===== src/inc/mhp_defines.vh =====
// Purpose: Shared constants of the multiplexed host bus slave port
// Assumes: Included by bare name from the design files
// Notes: Definitions only
`ifndef MHP_DEFINES_VH
`define MHP_DEFINES_VH

// ----------------------------------------
// Core clock
// ----------------------------------------
`define MHP_CORE_CLK_HZ 40000000
`define MHP_SYNC_STAGES 2

// ----------------------------------------
// Access classes
// ----------------------------------------
`define MHP_ACC_W 3
`define MHP_ACC_NONE 3'h0
`define MHP_ACC_WR16 3'h1
`define MHP_ACC_WR_ODD 3'h2
`define MHP_ACC_WR_EVEN 3'h3
`define MHP_ACC_RD16 3'h4
`define MHP_ACC_UNSUP 3'h5

// ----------------------------------------
// Byte enables: bit 1 even byte, bit 0 odd byte
// ----------------------------------------
`define MHP_BE_NONE 2'h0
`define MHP_BE_WORD 2'h3
`define MHP_BE_EVEN 2'h2
`define MHP_BE_ODD 2'h1

// ----------------------------------------
// Decode patterns and field positions
// ----------------------------------------
`define MHP_PAGE_ZERO 6'h00
`define MHP_IFSEL_HOSTBUS 2'h2
`define MHP_ADDR_SEL_HI 15
`define MHP_ADDR_SEL_LO 13
`define MHP_BYTE_ZERO 8'h00
`define MHP_WORD_ZERO 16'h0000

// ----------------------------------------
// Link phase states
// ----------------------------------------
`define MHP_ST_LOW 1'h0
`define MHP_ST_HIGH 1'h1

`endif


===== src/rtl/mhp_sync.v =====
// Purpose: Two flip-flop synchroniser for a bundle of pin levels
// Assumes: Each bit is a slowly changing level relative to SYS_CLK
// Notes: Bits are not coherent with each other during a change
`timescale 1ns/10ps
`include "mhp_defines.vh"

module mhp_sync #(
  parameter W = 1
) (
  input wire clk,
  input wire rst_n,
  input wire [W-1:0] d,
  output reg [W-1:0] q
);

  reg [W-1:0] meta_r;

  // First stage read only by the second stage
  always @(posedge clk) begin
    if (!rst_n) begin
      meta_r <= {W{1'b0}};
      q <= {W{1'b0}};
    end else begin
      meta_r <= d;
      q <= meta_r;
    end
  end

endmodule // mhp_sync


===== src/rtl/mhp_host_port.v =====
// Purpose: Slave end of a multiplexed expanded host bus, paced by the host bus clock
// Assumes: SYS_CLK is the 40 MHz core clock; host inserts bus stretch cycles
// Notes: Address taken in the low phase, data moved in the high phase
`timescale 1ns/10ps
`include "mhp_defines.vh"

// Contract
// - Port runs only from 40 MHz core clock
// - Aligned word reads, byte/word writes, no byte reads
// - Classify from select, strobe, A0, direction
// - Direction low writes, high reads
// - Word write: upper lane even, lower odd
// - Odd byte write from lower lane
// - Even byte write from lower lane
// - Word read: even upper, odd lower lane
// - Other selected combinations do no transfer
// - Select needs extended page address zero
// - Select needs top address bits match straps
// - Enable only with select straps high/low
module mhp_host_port #(
  parameter CORE_CLK_HZ = `MHP_CORE_CLK_HZ
) (
  // Clock and reset
  input wire SYS_CLK,
  input wire NRST,
  // Core clock source status, same domain
  input wire CORE_OSC_SELECTED,
  // Host bus pins
  input wire HOST_BUS_CLOCK,
  input wire LOW_BYTE_STROBE,
  input wire TRANSFER_DIRECTION_N,
  input wire [5:0] EXTENDED_PAGE_ADDRESS,
  input wire [7:0] UPPER_DATA_LANE_IN,
  input wire [7:0] LOWER_DATA_LANE_IN,
  output reg [7:0] UPPER_DATA_LANE_OUT,
  output reg UPPER_DATA_LANE_OE,
  output reg [7:0] LOWER_DATA_LANE_OUT,
  output reg LOWER_DATA_LANE_OE,
  // Straps
  input wire [2:0] ADDRESS_SELECT_STRAPS,
  input wire INTERFACE_SELECT_HI,
  input wire INTERFACE_SELECT_LO,
  // Core access side
  output reg CORE_WR,
  output reg CORE_RD,
  output reg [15:0] CORE_ADDR,
  output reg [15:0] CORE_WDATA,
  output reg [1:0] CORE_BE,
  input wire [15:0] CORE_RDATA,
  output reg ACCESS_ERROR,
  output reg PORT_ENABLED
);

  // ----------------------------------------
  // Access classification
  // ----------------------------------------
  function [`MHP_ACC_W-1:0] classify;
    input cs;
    input dir_n;
    input low_byte_strobe;
    input a0;
    begin
      if (!cs)
        classify = `MHP_ACC_NONE;
      else if (!dir_n) begin
        case ({low_byte_strobe, a0})
          2'h0: classify = `MHP_ACC_WR16;
          2'h1: classify = `MHP_ACC_WR_ODD;
          2'h2: classify = `MHP_ACC_WR_EVEN;
          default: classify = `MHP_ACC_UNSUP;
        endcase
      end else if (!low_byte_strobe && !a0)
        classify = `MHP_ACC_RD16;
      else
        classify = `MHP_ACC_UNSUP;
    end
  endfunction

  // ----------------------------------------
  // Pin synchronisation
  // ----------------------------------------
  // All pins share the same delay, but bits changing together may resolve a cycle apart
  wire [29:0] pins_s;
  mhp_sync #(
    .W(30)
  ) u_sync (
    .clk(SYS_CLK),
    .rst_n(NRST),
    .d({HOST_BUS_CLOCK, LOW_BYTE_STROBE, TRANSFER_DIRECTION_N, EXTENDED_PAGE_ADDRESS,
        UPPER_DATA_LANE_IN, LOWER_DATA_LANE_IN, ADDRESS_SELECT_STRAPS,
        INTERFACE_SELECT_HI, INTERFACE_SELECT_LO}),
    .q(pins_s)
  );

  wire eclk_s = pins_s[29];
  wire low_byte_strobe_s = pins_s[28];
  wire dir_n_s = pins_s[27];
  wire [5:0] page_s = pins_s[26:21];
  wire [7:0] upper_s = pins_s[20:13];
  wire [7:0] lower_s = pins_s[12:5];
  wire [2:0] straps_s = pins_s[4:2];
  wire [1:0] ifsel_s = pins_s[1:0];

  // ----------------------------------------
  // Strap capture after reset release
  // ----------------------------------------
  reg straps_armed_r;
  reg ifsel_ok_r;
  reg [2:0] straps_r;

  always @(posedge SYS_CLK) begin
    if (!NRST) begin
      straps_armed_r <= 1'b0;
      ifsel_ok_r <= 1'b0;
      straps_r <= 3'h0;
    end else if (!straps_armed_r) begin
      // Wait one edge; the first capture after it still sees the synchroniser reset levels
      straps_armed_r <= 1'b1;
    end else begin
      ifsel_ok_r <= (ifsel_s == `MHP_IFSEL_HOSTBUS);
      straps_r <= straps_s;
    end
  end

  wire clk_ok = CORE_OSC_SELECTED && (CORE_CLK_HZ == `MHP_CORE_CLK_HZ);
  wire enable_nxt = clk_ok && ifsel_ok_r;

  // ----------------------------------------
  // Bus clock phase tracking
  // ----------------------------------------
  reg eclk_d_r;
  reg phase_r;
  reg [15:0] addr_r;
  reg [15:0] wlanes_r;
  reg [`MHP_ACC_W-1:0] acc_r;
  reg rd_pend_r;

  wire eclk_rise = eclk_s && !eclk_d_r;
  wire eclk_fall = !eclk_s && eclk_d_r;

  wire page_hit = (page_s == `MHP_PAGE_ZERO);
  // top bits match straps in order
  wire sel_hit = (addr_r[`MHP_ADDR_SEL_HI:`MHP_ADDR_SEL_LO] == straps_r);
  wire cs = PORT_ENABLED && page_hit && sel_hit;
  wire [`MHP_ACC_W-1:0] acc_now = classify(cs, dir_n_s, low_byte_strobe_s, addr_r[0]);

  always @(posedge SYS_CLK) begin
    if (!NRST) begin
      eclk_d_r <= 1'b0;
      phase_r <= `MHP_ST_LOW;
      addr_r <= `MHP_WORD_ZERO;
      wlanes_r <= `MHP_WORD_ZERO;
      acc_r <= `MHP_ACC_NONE;
      rd_pend_r <= 1'b0;
      PORT_ENABLED <= 1'b0;
      CORE_WR <= 1'b0;
      CORE_RD <= 1'b0;
      CORE_ADDR <= `MHP_WORD_ZERO;
      CORE_WDATA <= `MHP_WORD_ZERO;
      CORE_BE <= `MHP_BE_NONE;
      ACCESS_ERROR <= 1'b0;
      UPPER_DATA_LANE_OUT <= `MHP_BYTE_ZERO;
      LOWER_DATA_LANE_OUT <= `MHP_BYTE_ZERO;
      UPPER_DATA_LANE_OE <= 1'b0;
      LOWER_DATA_LANE_OE <= 1'b0;
    end else begin
      eclk_d_r <= eclk_s;
      PORT_ENABLED <= enable_nxt;
      CORE_WR <= 1'b0;
      CORE_RD <= 1'b0;
      ACCESS_ERROR <= 1'b0;
      rd_pend_r <= 1'b0;
      case (phase_r)
        `MHP_ST_LOW: begin
          if (!eclk_s)
            addr_r <= {upper_s, lower_s};
          // Held address is the last low-phase sample, so short hold is safe
          if (eclk_rise) begin
            phase_r <= `MHP_ST_HIGH;
            acc_r <= acc_now;
            CORE_ADDR <= addr_r;
            if (acc_now == `MHP_ACC_RD16) begin
              CORE_RD <= 1'b1;
              CORE_BE <= `MHP_BE_WORD;
              rd_pend_r <= 1'b1;
            end
            if (acc_now == `MHP_ACC_UNSUP)
              ACCESS_ERROR <= 1'b1;
          end
        end
        `MHP_ST_HIGH: begin
          if (eclk_s)
            wlanes_r <= {upper_s, lower_s};
          if (rd_pend_r) begin
            UPPER_DATA_LANE_OUT <= CORE_RDATA[15:8];
            LOWER_DATA_LANE_OUT <= CORE_RDATA[7:0];
            UPPER_DATA_LANE_OE <= 1'b1;
            LOWER_DATA_LANE_OE <= 1'b1;
          end
          if (eclk_fall) begin
            phase_r <= `MHP_ST_LOW;
            UPPER_DATA_LANE_OE <= 1'b0;
            LOWER_DATA_LANE_OE <= 1'b0;
            acc_r <= `MHP_ACC_NONE;
            case (acc_r)
              `MHP_ACC_WR16: begin
                CORE_WR <= 1'b1;
                CORE_WDATA <= wlanes_r;
                CORE_BE <= `MHP_BE_WORD;
              end
              `MHP_ACC_WR_ODD: begin
                CORE_WR <= 1'b1;
                CORE_WDATA <= {`MHP_BYTE_ZERO, wlanes_r[7:0]};
                CORE_BE <= `MHP_BE_ODD;
              end
              `MHP_ACC_WR_EVEN: begin
                CORE_WR <= 1'b1;
                CORE_WDATA <= {wlanes_r[7:0], `MHP_BYTE_ZERO};
                CORE_BE <= `MHP_BE_EVEN;
              end
              default: begin
                CORE_WR <= 1'b0;
              end
            endcase
          end
        end
        default: begin
          phase_r <= `MHP_ST_LOW;
        end
      endcase
    end
  end

endmodule // mhp_host_port


===== config.mk =====
export PLATFORM = sky130hd
export DESIGN_NAME = mhp_host_port
export DESIGN_NICKNAME = d
export VERILOG_FILES = /design/src/rtl/mhp_sync.v /design/src/rtl/mhp_host_port.v
export VERILOG_INCLUDE_DIRS = /design/src /design/src/inc
export SDC_FILE = /design/constraint.sdc
export NUM_CORES = 1
export LEC_CHECK = 0
export BUFFER_PORTS_ARGS = -buffer_cell sky130_fd_sc_hd__buf_2
export CORE_ASPECT_RATIO = 0.75
export CORE_UTILIZATION = 55
export DETAILED_ROUTE_END_ITERATION = 8
export PLACE_DENSITY_LB_ADDON = 0.15
export SLEW_MARGIN = 20
export SYNTH_ARGS = -nofsm -noshare
export SYNTH_HDL_FRONTEND = slang
export SYNTH_SLANG_ARGS = --single-unit

===== constraint.sdc =====
create_clock -name SYS_CLK -period 3.1 [get_ports SYS_CLK]
set_clock_uncertainty 0.1 [all_clocks]
set_input_delay 0.465 -clock SYS_CLK [delete_from_list [all_inputs] [get_ports SYS_CLK]]
set_output_delay 0.465 -clock SYS_CLK [all_outputs]
set_load 0.05 [all_outputs]

* Yosys cells after proc, flatten, opt, wreduce, memory -nomap -nowiden
Cells that the tools add are included.
** Cells by class
- Eq/ne operators :: 13
- Mux-type cells :: 22
- Reduce and logical (&&, ||, !) cells :: 25
- Bitwise logic cells :: 4
** Operators with widths (number)
- 16-bit case mux with 3 select lines :: 1
- 3-bit two-way mux :: 4
- 2-bit AND reduction :: 6
- 1-bit two-way mux :: 9
- 3-bit case mux with 3 select lines :: 1
- 3-bit by 2-bit equality test with 1-bit output, second input constant :: 2
- 3-bit equality test, second input constant :: 2
- 1-bit logical AND :: 6
- 6-bit logical NOT :: 1
- 2-bit two-way mux :: 3
- 2-bit case mux with 3 select lines :: 1
- 3-bit case mux with 2 select lines :: 1
- 3-bit AND reduction :: 2
- 3-bit OR reduction :: 2
- 2-bit equality test, second input constant :: 2
- 1-bit logical NOT :: 4
- 2-bit inequality test, second input constant :: 2
- 4-bit by 1-bit inequality test with 1-bit output, second input constant :: 1
- 1-bit inverter :: 4
- 2-bit case mux with 2 select lines :: 1
- 4-bit AND reduction :: 1
- 3-bit by 1-bit equality test with 1-bit output, second input constant :: 1
- 3-bit equality test :: 1
- 3-bit nonzero test :: 1
- other kinds (5) :: 5
** Storage, ports and cells
- Bits in registers :: 157
- Output and inout port bits :: 56
- Input bits :: 49
- Word-level logic and storage cells :: 84

* Logic depth before layout (Yosys ltp)
- Depth in word-level cells :: 9
- Mapped depth :: 6
- Depth with buffers taken out :: 6

* By module
From an unflattened synthesis, not the netlist that was laid out.
** Second synthesis, totals
- Cells, all modules :: 559
- Area total of the unflattened synthesis :: 5534.1 µm²
** Modules (own cells, without submodules)
- mhp_host_port :: times used 1, cells an instance 433, sequential area each 1941.9 µm², area each 3867.5 µm²
- mhp_sync :: times used 1, cells an instance 126, sequential area each 1201.2 µm², area each 1666.6 µm²

* Worst setup path before layout
No wires, ideal clock.
- Kind :: flip-flop to flip-flop
- Start point :: register PORT_ENABLED
- End point :: register acc_r[0]
- Setup slack :: 1318 ps
- Path buffers :: 0
- Required time :: 2930 ps
- Period minus slack after synthesis :: 1782 ps
- Library setup time :: 70 ps
- Data arrival time :: 1612 ps
- Stages on the path, launching flop included :: 5
- Cell sequence :: dfxtp_1 or4b_4 nor4_4 nand4_2 o21ai_1
** On the way
- Longest elaborated chain between the ends :: 5
** Ends and longest elaborated chain
- from (decl) :: line mhp_host_port.v:51 : output reg PORT_ENABLED
- from (signal assigned) :: line mhp_host_port.v:168 : PORT_ENABLED <= enable_nxt;
- 1-bit logical AND (2 in series) :: line mhp_host_port.v:144 : wire cs = PORT_ENABLED && page_hit && sel_hit;
- 3-bit two-way mux :: line mhp_host_port.v:63 : if (!cs)
- 3-bit two-way mux :: line mhp_host_port.v:178 : if (eclk_rise) begin
- 3-bit case mux with 2 select lines :: line mhp_host_port.v:173 : case (phase_r)
- to (signal assigned) :: line mhp_host_port.v:153 : acc_r <= `MHP_ACC_NONE;
- to (signal assigned) :: line mhp_host_port.v:180 : acc_r <= acc_now;
- to (signal assigned) :: line mhp_host_port.v:204 : acc_r <= `MHP_ACC_NONE;
- to (decl) :: line mhp_host_port.v:135 : reg [`MHP_ACC_W-1:0] acc_r;
Every way passes these cells. The select of a mux whose other input is x is not followed.
A chain may end at the register's enable or synchronous reset.

* Worst setup path after layout
- Start point :: register phase_r
- End point :: register CORE_WDATA[0]
** On the way
- Longest elaborated chain between the ends :: 1
** Ends and longest elaborated chain
- from (decl) :: line mhp_host_port.v:132 : reg phase_r;
- from (signal assigned) :: line mhp_host_port.v:150 : phase_r <= `MHP_ST_LOW;
- from (signal assigned) :: line mhp_host_port.v:179 : phase_r <= `MHP_ST_HIGH;
- from (signal assigned) :: line mhp_host_port.v:201 : phase_r <= `MHP_ST_LOW;
- 3-bit AND reduction (no source line)
- to (signal assigned) :: line mhp_host_port.v:159 : CORE_WDATA <= `MHP_WORD_ZERO;
- to (signal assigned) :: line mhp_host_port.v:208 : CORE_WDATA <= wlanes_r;
- to (signal assigned) :: line mhp_host_port.v:213 : CORE_WDATA <= {`MHP_BYTE_ZERO, wlanes_r[7:0]};
- to (decl) :: line mhp_host_port.v:47 : output reg [15:0] CORE_WDATA,
Every way passes these cells.

==> flow_metrics.env <==
export IMPL_setup_violations=0
export IMPL_viasPerCell=4.99
export IMPL_cts_hold_buf=0
export IMPL_power_density_mw_per_mm2=626
export IMPL_drt_iter0_markers=267
export IMPL_cts_clk_slew_worst_paths_ns=0.06
export IMPL_postCtsResizedCells=0
export IMPL_cts_root_buf="clkbuf_16"
export IMPL_fin_crit_sh_pct=76.5
export IMPL_peakVddDrop_mv=0.376
export IMPL_p_leak_nw=2.79
export IMPL_yosys_warnings=0
export IMPL_worstSetupStartpointType="flip-flop"
export IMPL_grtUsageTotal_pct=21.8
export IMPL_whs_path_depth=2
export IMPL_p_sw_w=0.000868
export IMPL_hold_start="UPPER_DATA_LANE_IN[0]"
export IMPL_status="complete, no violations"
export IMPL_cts_tree="built"
export IMPL_combPwrFrac_pct=3.5
export IMPL_ys_ff_latch=157
export IMPL_worstRegToRegCells=4
export IMPL_fin_hold_ws_ns=0.154
export IMPL_arrival_ns=2.57
export IMPL_num_io_pins=105
export IMPL_synth_distinct_cells=38
export IMPL_dr_pass1_iters=6
export IMPL_crit_path_max_incr_delay_ns=0.72
export IMPL_drt_total_wl_um=10700
export IMPL_cts_setup_buffers=0
export IMPL_hold_class="in2reg"
export IMPL_required_ns=3.30
export IMPL_rr_startpoint="phase_r"
export IMPL_path_max_fanout=21
export IMPL_timing_rr_end="CORE_WDATA[0]"
export IMPL_drc_errors=0
export IMPL_synthFlopType="dfxtp_1"
export IMPL_htree_levels=4
export IMPL_avgSynthCellArea_um2=9.77
export IMPL_synth_top_area_cell="dfxtp_1"
export IMPL_period_minus_slack_ns=2.37
export IMPL_vias=3950
export IMPL_synth_common_cells="dfxtp_1, nand2_1, and2_1"
export IMPL_min_to="u_sync.meta_r[13]"
export IMPL_final_nets=700
export IMPL_cts_buffers=17
export IMPL_drv_cap=0
export IMPL_clock_sinks=157
export IMPL_netlist_top_cells_area="dfxtp_1, nand2_1, a21boi_0"
export IMPL_start_util_pct=56.5
export IMPL_critPathKind="reg2reg"
export IMPL_setup_tns_ns=0
export IMPL_fmax_mhz=422
export IMPL_gp_congestion=0.838
export IMPL_async_flop_share_pct=0
export IMPL_synth_edff_count=0
export IMPL_setup_slack_ns=0.728
export IMPL_die_h_um=88.3
export IMPL_worstMarginPinSlew_ns=0.811
export IMPL_die_width_um=117
export IMPL_multi_input_area_mm2=0.00211
export IMPL_cpMaxStageDelayCell="a211oi_4"
export IMPL_netlist_instances=559
export IMPL_clock_path_buffers=2
export IMPL_io_buffers=104
export IMPL_dp_hpwl_um=7270
export IMPL_power_internal_w=0.00321
export IMPL_syn_area_mm2=0.00546
export IMPL_swShare_pct=21.3
export IMPL_rrSetupSlack_ns=0.73
export IMPL_grt_ovfl_total=0
export IMPL_clkLatencyLatePin_ns=0.41
export IMPL_drive_gt1_share_pct=21.8
export IMPL_maxSlewViolCount=0
export IMPL_total_power_w=0.00408
export IMPL_relSlewSlack_pct=45.7
export IMPL_place_ws_ns=0.807
export IMPL_grt_pass1_vias=3520
export IMPL_n_fill_cell=738
export IMPL_syn_to_final_growth_pct=19.4
export IMPL_die_area_mm2=0.0103
export IMPL_synthDominantCellAreaShare_pct=57.6
export IMPL_coreArea_mm2=0.00966
export IMPL_regArea_mm2=0.00314
export IMPL_grt_pass1_wl_um=16800
export IMPL_grt_max_degree=64
export IMPL_p_clk_share_pct=45.2
export IMPL_seqPwrFrac_pct=51.3
export IMPL_seq_area_frac_synth_pct=57.6
export IMPL_yosysMostFrequentCell="dfxtp_1"
export IMPL_core_rowCount=31
export IMPL_grt_setup_unrepaired="false"
export IMPL_hold_viol=0
export IMPL_crit_start="phase_r"
export IMPL_diodes=0
export IMPL_antenna_found_initial=0
export IMPL_path_cells="nand3b_4, a211oi_4, nor2b_1, a22o_1"
export IMPL_cp_end_kind="flip-flop"
export IMPL_antenna_left=0
export IMPL_syn_nets=611
export IMPL_routedWlPerCell_um=13.5
registers in the layout, summed over array words and instances, names as in the netlist, 2 cells and up:
register and flops:
wlanes_r 16, UPPER_DATA_LANE_OUT 8, straps_r 3, addr_r 16
CORE_WDATA 16, acc_r 3, LOWER_DATA_LANE_OUT 8, u_sync.q 30
CORE_BE 2, CORE_ADDR 16, u_sync.meta_r 30
power by group through the flow:
stage / logic, W / registers (W) / clock network, W
5_1_grt: 0.000161 / 0.00210 / 0.00197
3_3_place_gp: 0.000140 / 0.00213 / 0
3_5_place_dp: 0.000144 / 0.00213 / 0
6_report: 0.000144 / 0.00209 / 0.00185
4_1_cts: 0.000145 / 0.00209 / 0.00188
2_1_floorplan: 0.0000949 / 0.00213 / 0
cells by family (layout without fill, tap and decap cells):
logic type / count (synthesis) / in the layout / synth area share [%]
AO/OA/AOI/OAI: 101 / 101 / 14.5
XOR/XNOR: 3 / 3 / 0.481
adder cells (fa/ha/maj): 4 / 4 / 0.871
buffers and inverters: 43 / 144 / 3.80
flip-flops: 157 / 157 / 57.6
multiplexers: 3 / 3 / 0.550
AND/OR/NAND/NOR: 248 / 248 / 22.3
layout make-up:
class                           count  area share (%)
Clock buffer                       21            7.21
Multi-Input combinational cell    359            32.3
Inverter                            6           0.345
Timing Repair Buffer              107            8.37
Tap cell                          132            2.53
Sequential cell                   157            48.2
Clock inverter                     10           0.998
cells in the final DEF (no fill, tap or decap), drive strengths merged:
master    netlist  layout
clkbuf         21      21
or2             1       1
dfxtp         157     157
clkinv          0       5
or3             1       1
nand4           1       1
o211ai          8       8
mux2i           3       3
a21boi         64      64
or4             2       2
nor2            4       4
o311ai          2       2
nor2b           5       5
a22o            8       8
or3b            1       1
maj3            1       1
and2           66      66
a211oi          1       1
buf            16     107
clkinvlp        0       3
nand2         153     153
nand3b          1       1
a21oi           3       3
ha              3       3
inv             6       8
o21ai           4       4
or4b            1       1
and3            2       2
o211a          10      10
nor4            1       1
xor2            3       3
nor3b           1       1
nand2b          6       6
o22ai           1       1
nand3           1       1
nor3            1       1
critical path: cells and delay by family (launching register included):
family	cells	cell delay [ns]
compound gates	2	1.03
flops	1	0.66
simple gates	2	0.47
per-stage QoR:
| stage | cells | util [%] | area (um^2) |
|---|---|---|---|
| 2_1_floorplan | 559 | - | 5460 |
| 3_3_place_gp | 761 | 62.0 | 5990 |
| 3_5_place_dp | 761 | 62.0 | 5990 |
| 4_1_cts | 792 | 67.5 | 6520 |
| 5_1_grt | 792 | 67.5 | 6520 |
| 6_report | 792 | 67.5 | 6520 |
worst max-delay path by stage:
stage | end
global placement | CORE_WDATA[4]
finish | CORE_WDATA[0]
floorplan | acc_r[0]
CTS | CORE_WDATA[0]
global route | CORE_WDATA[3]
detailed placement | CORE_WDATA[3]
layer usage:
metal	part of all wire, %	wire length [um]	global-route usage [%]
met5	0	0	0
met4	2.1	221	11.5
met3	5.4	572	5.00
met2	45	4840	34.4
met1	47	5050	28.1
(Power assumes the default switching activity.)
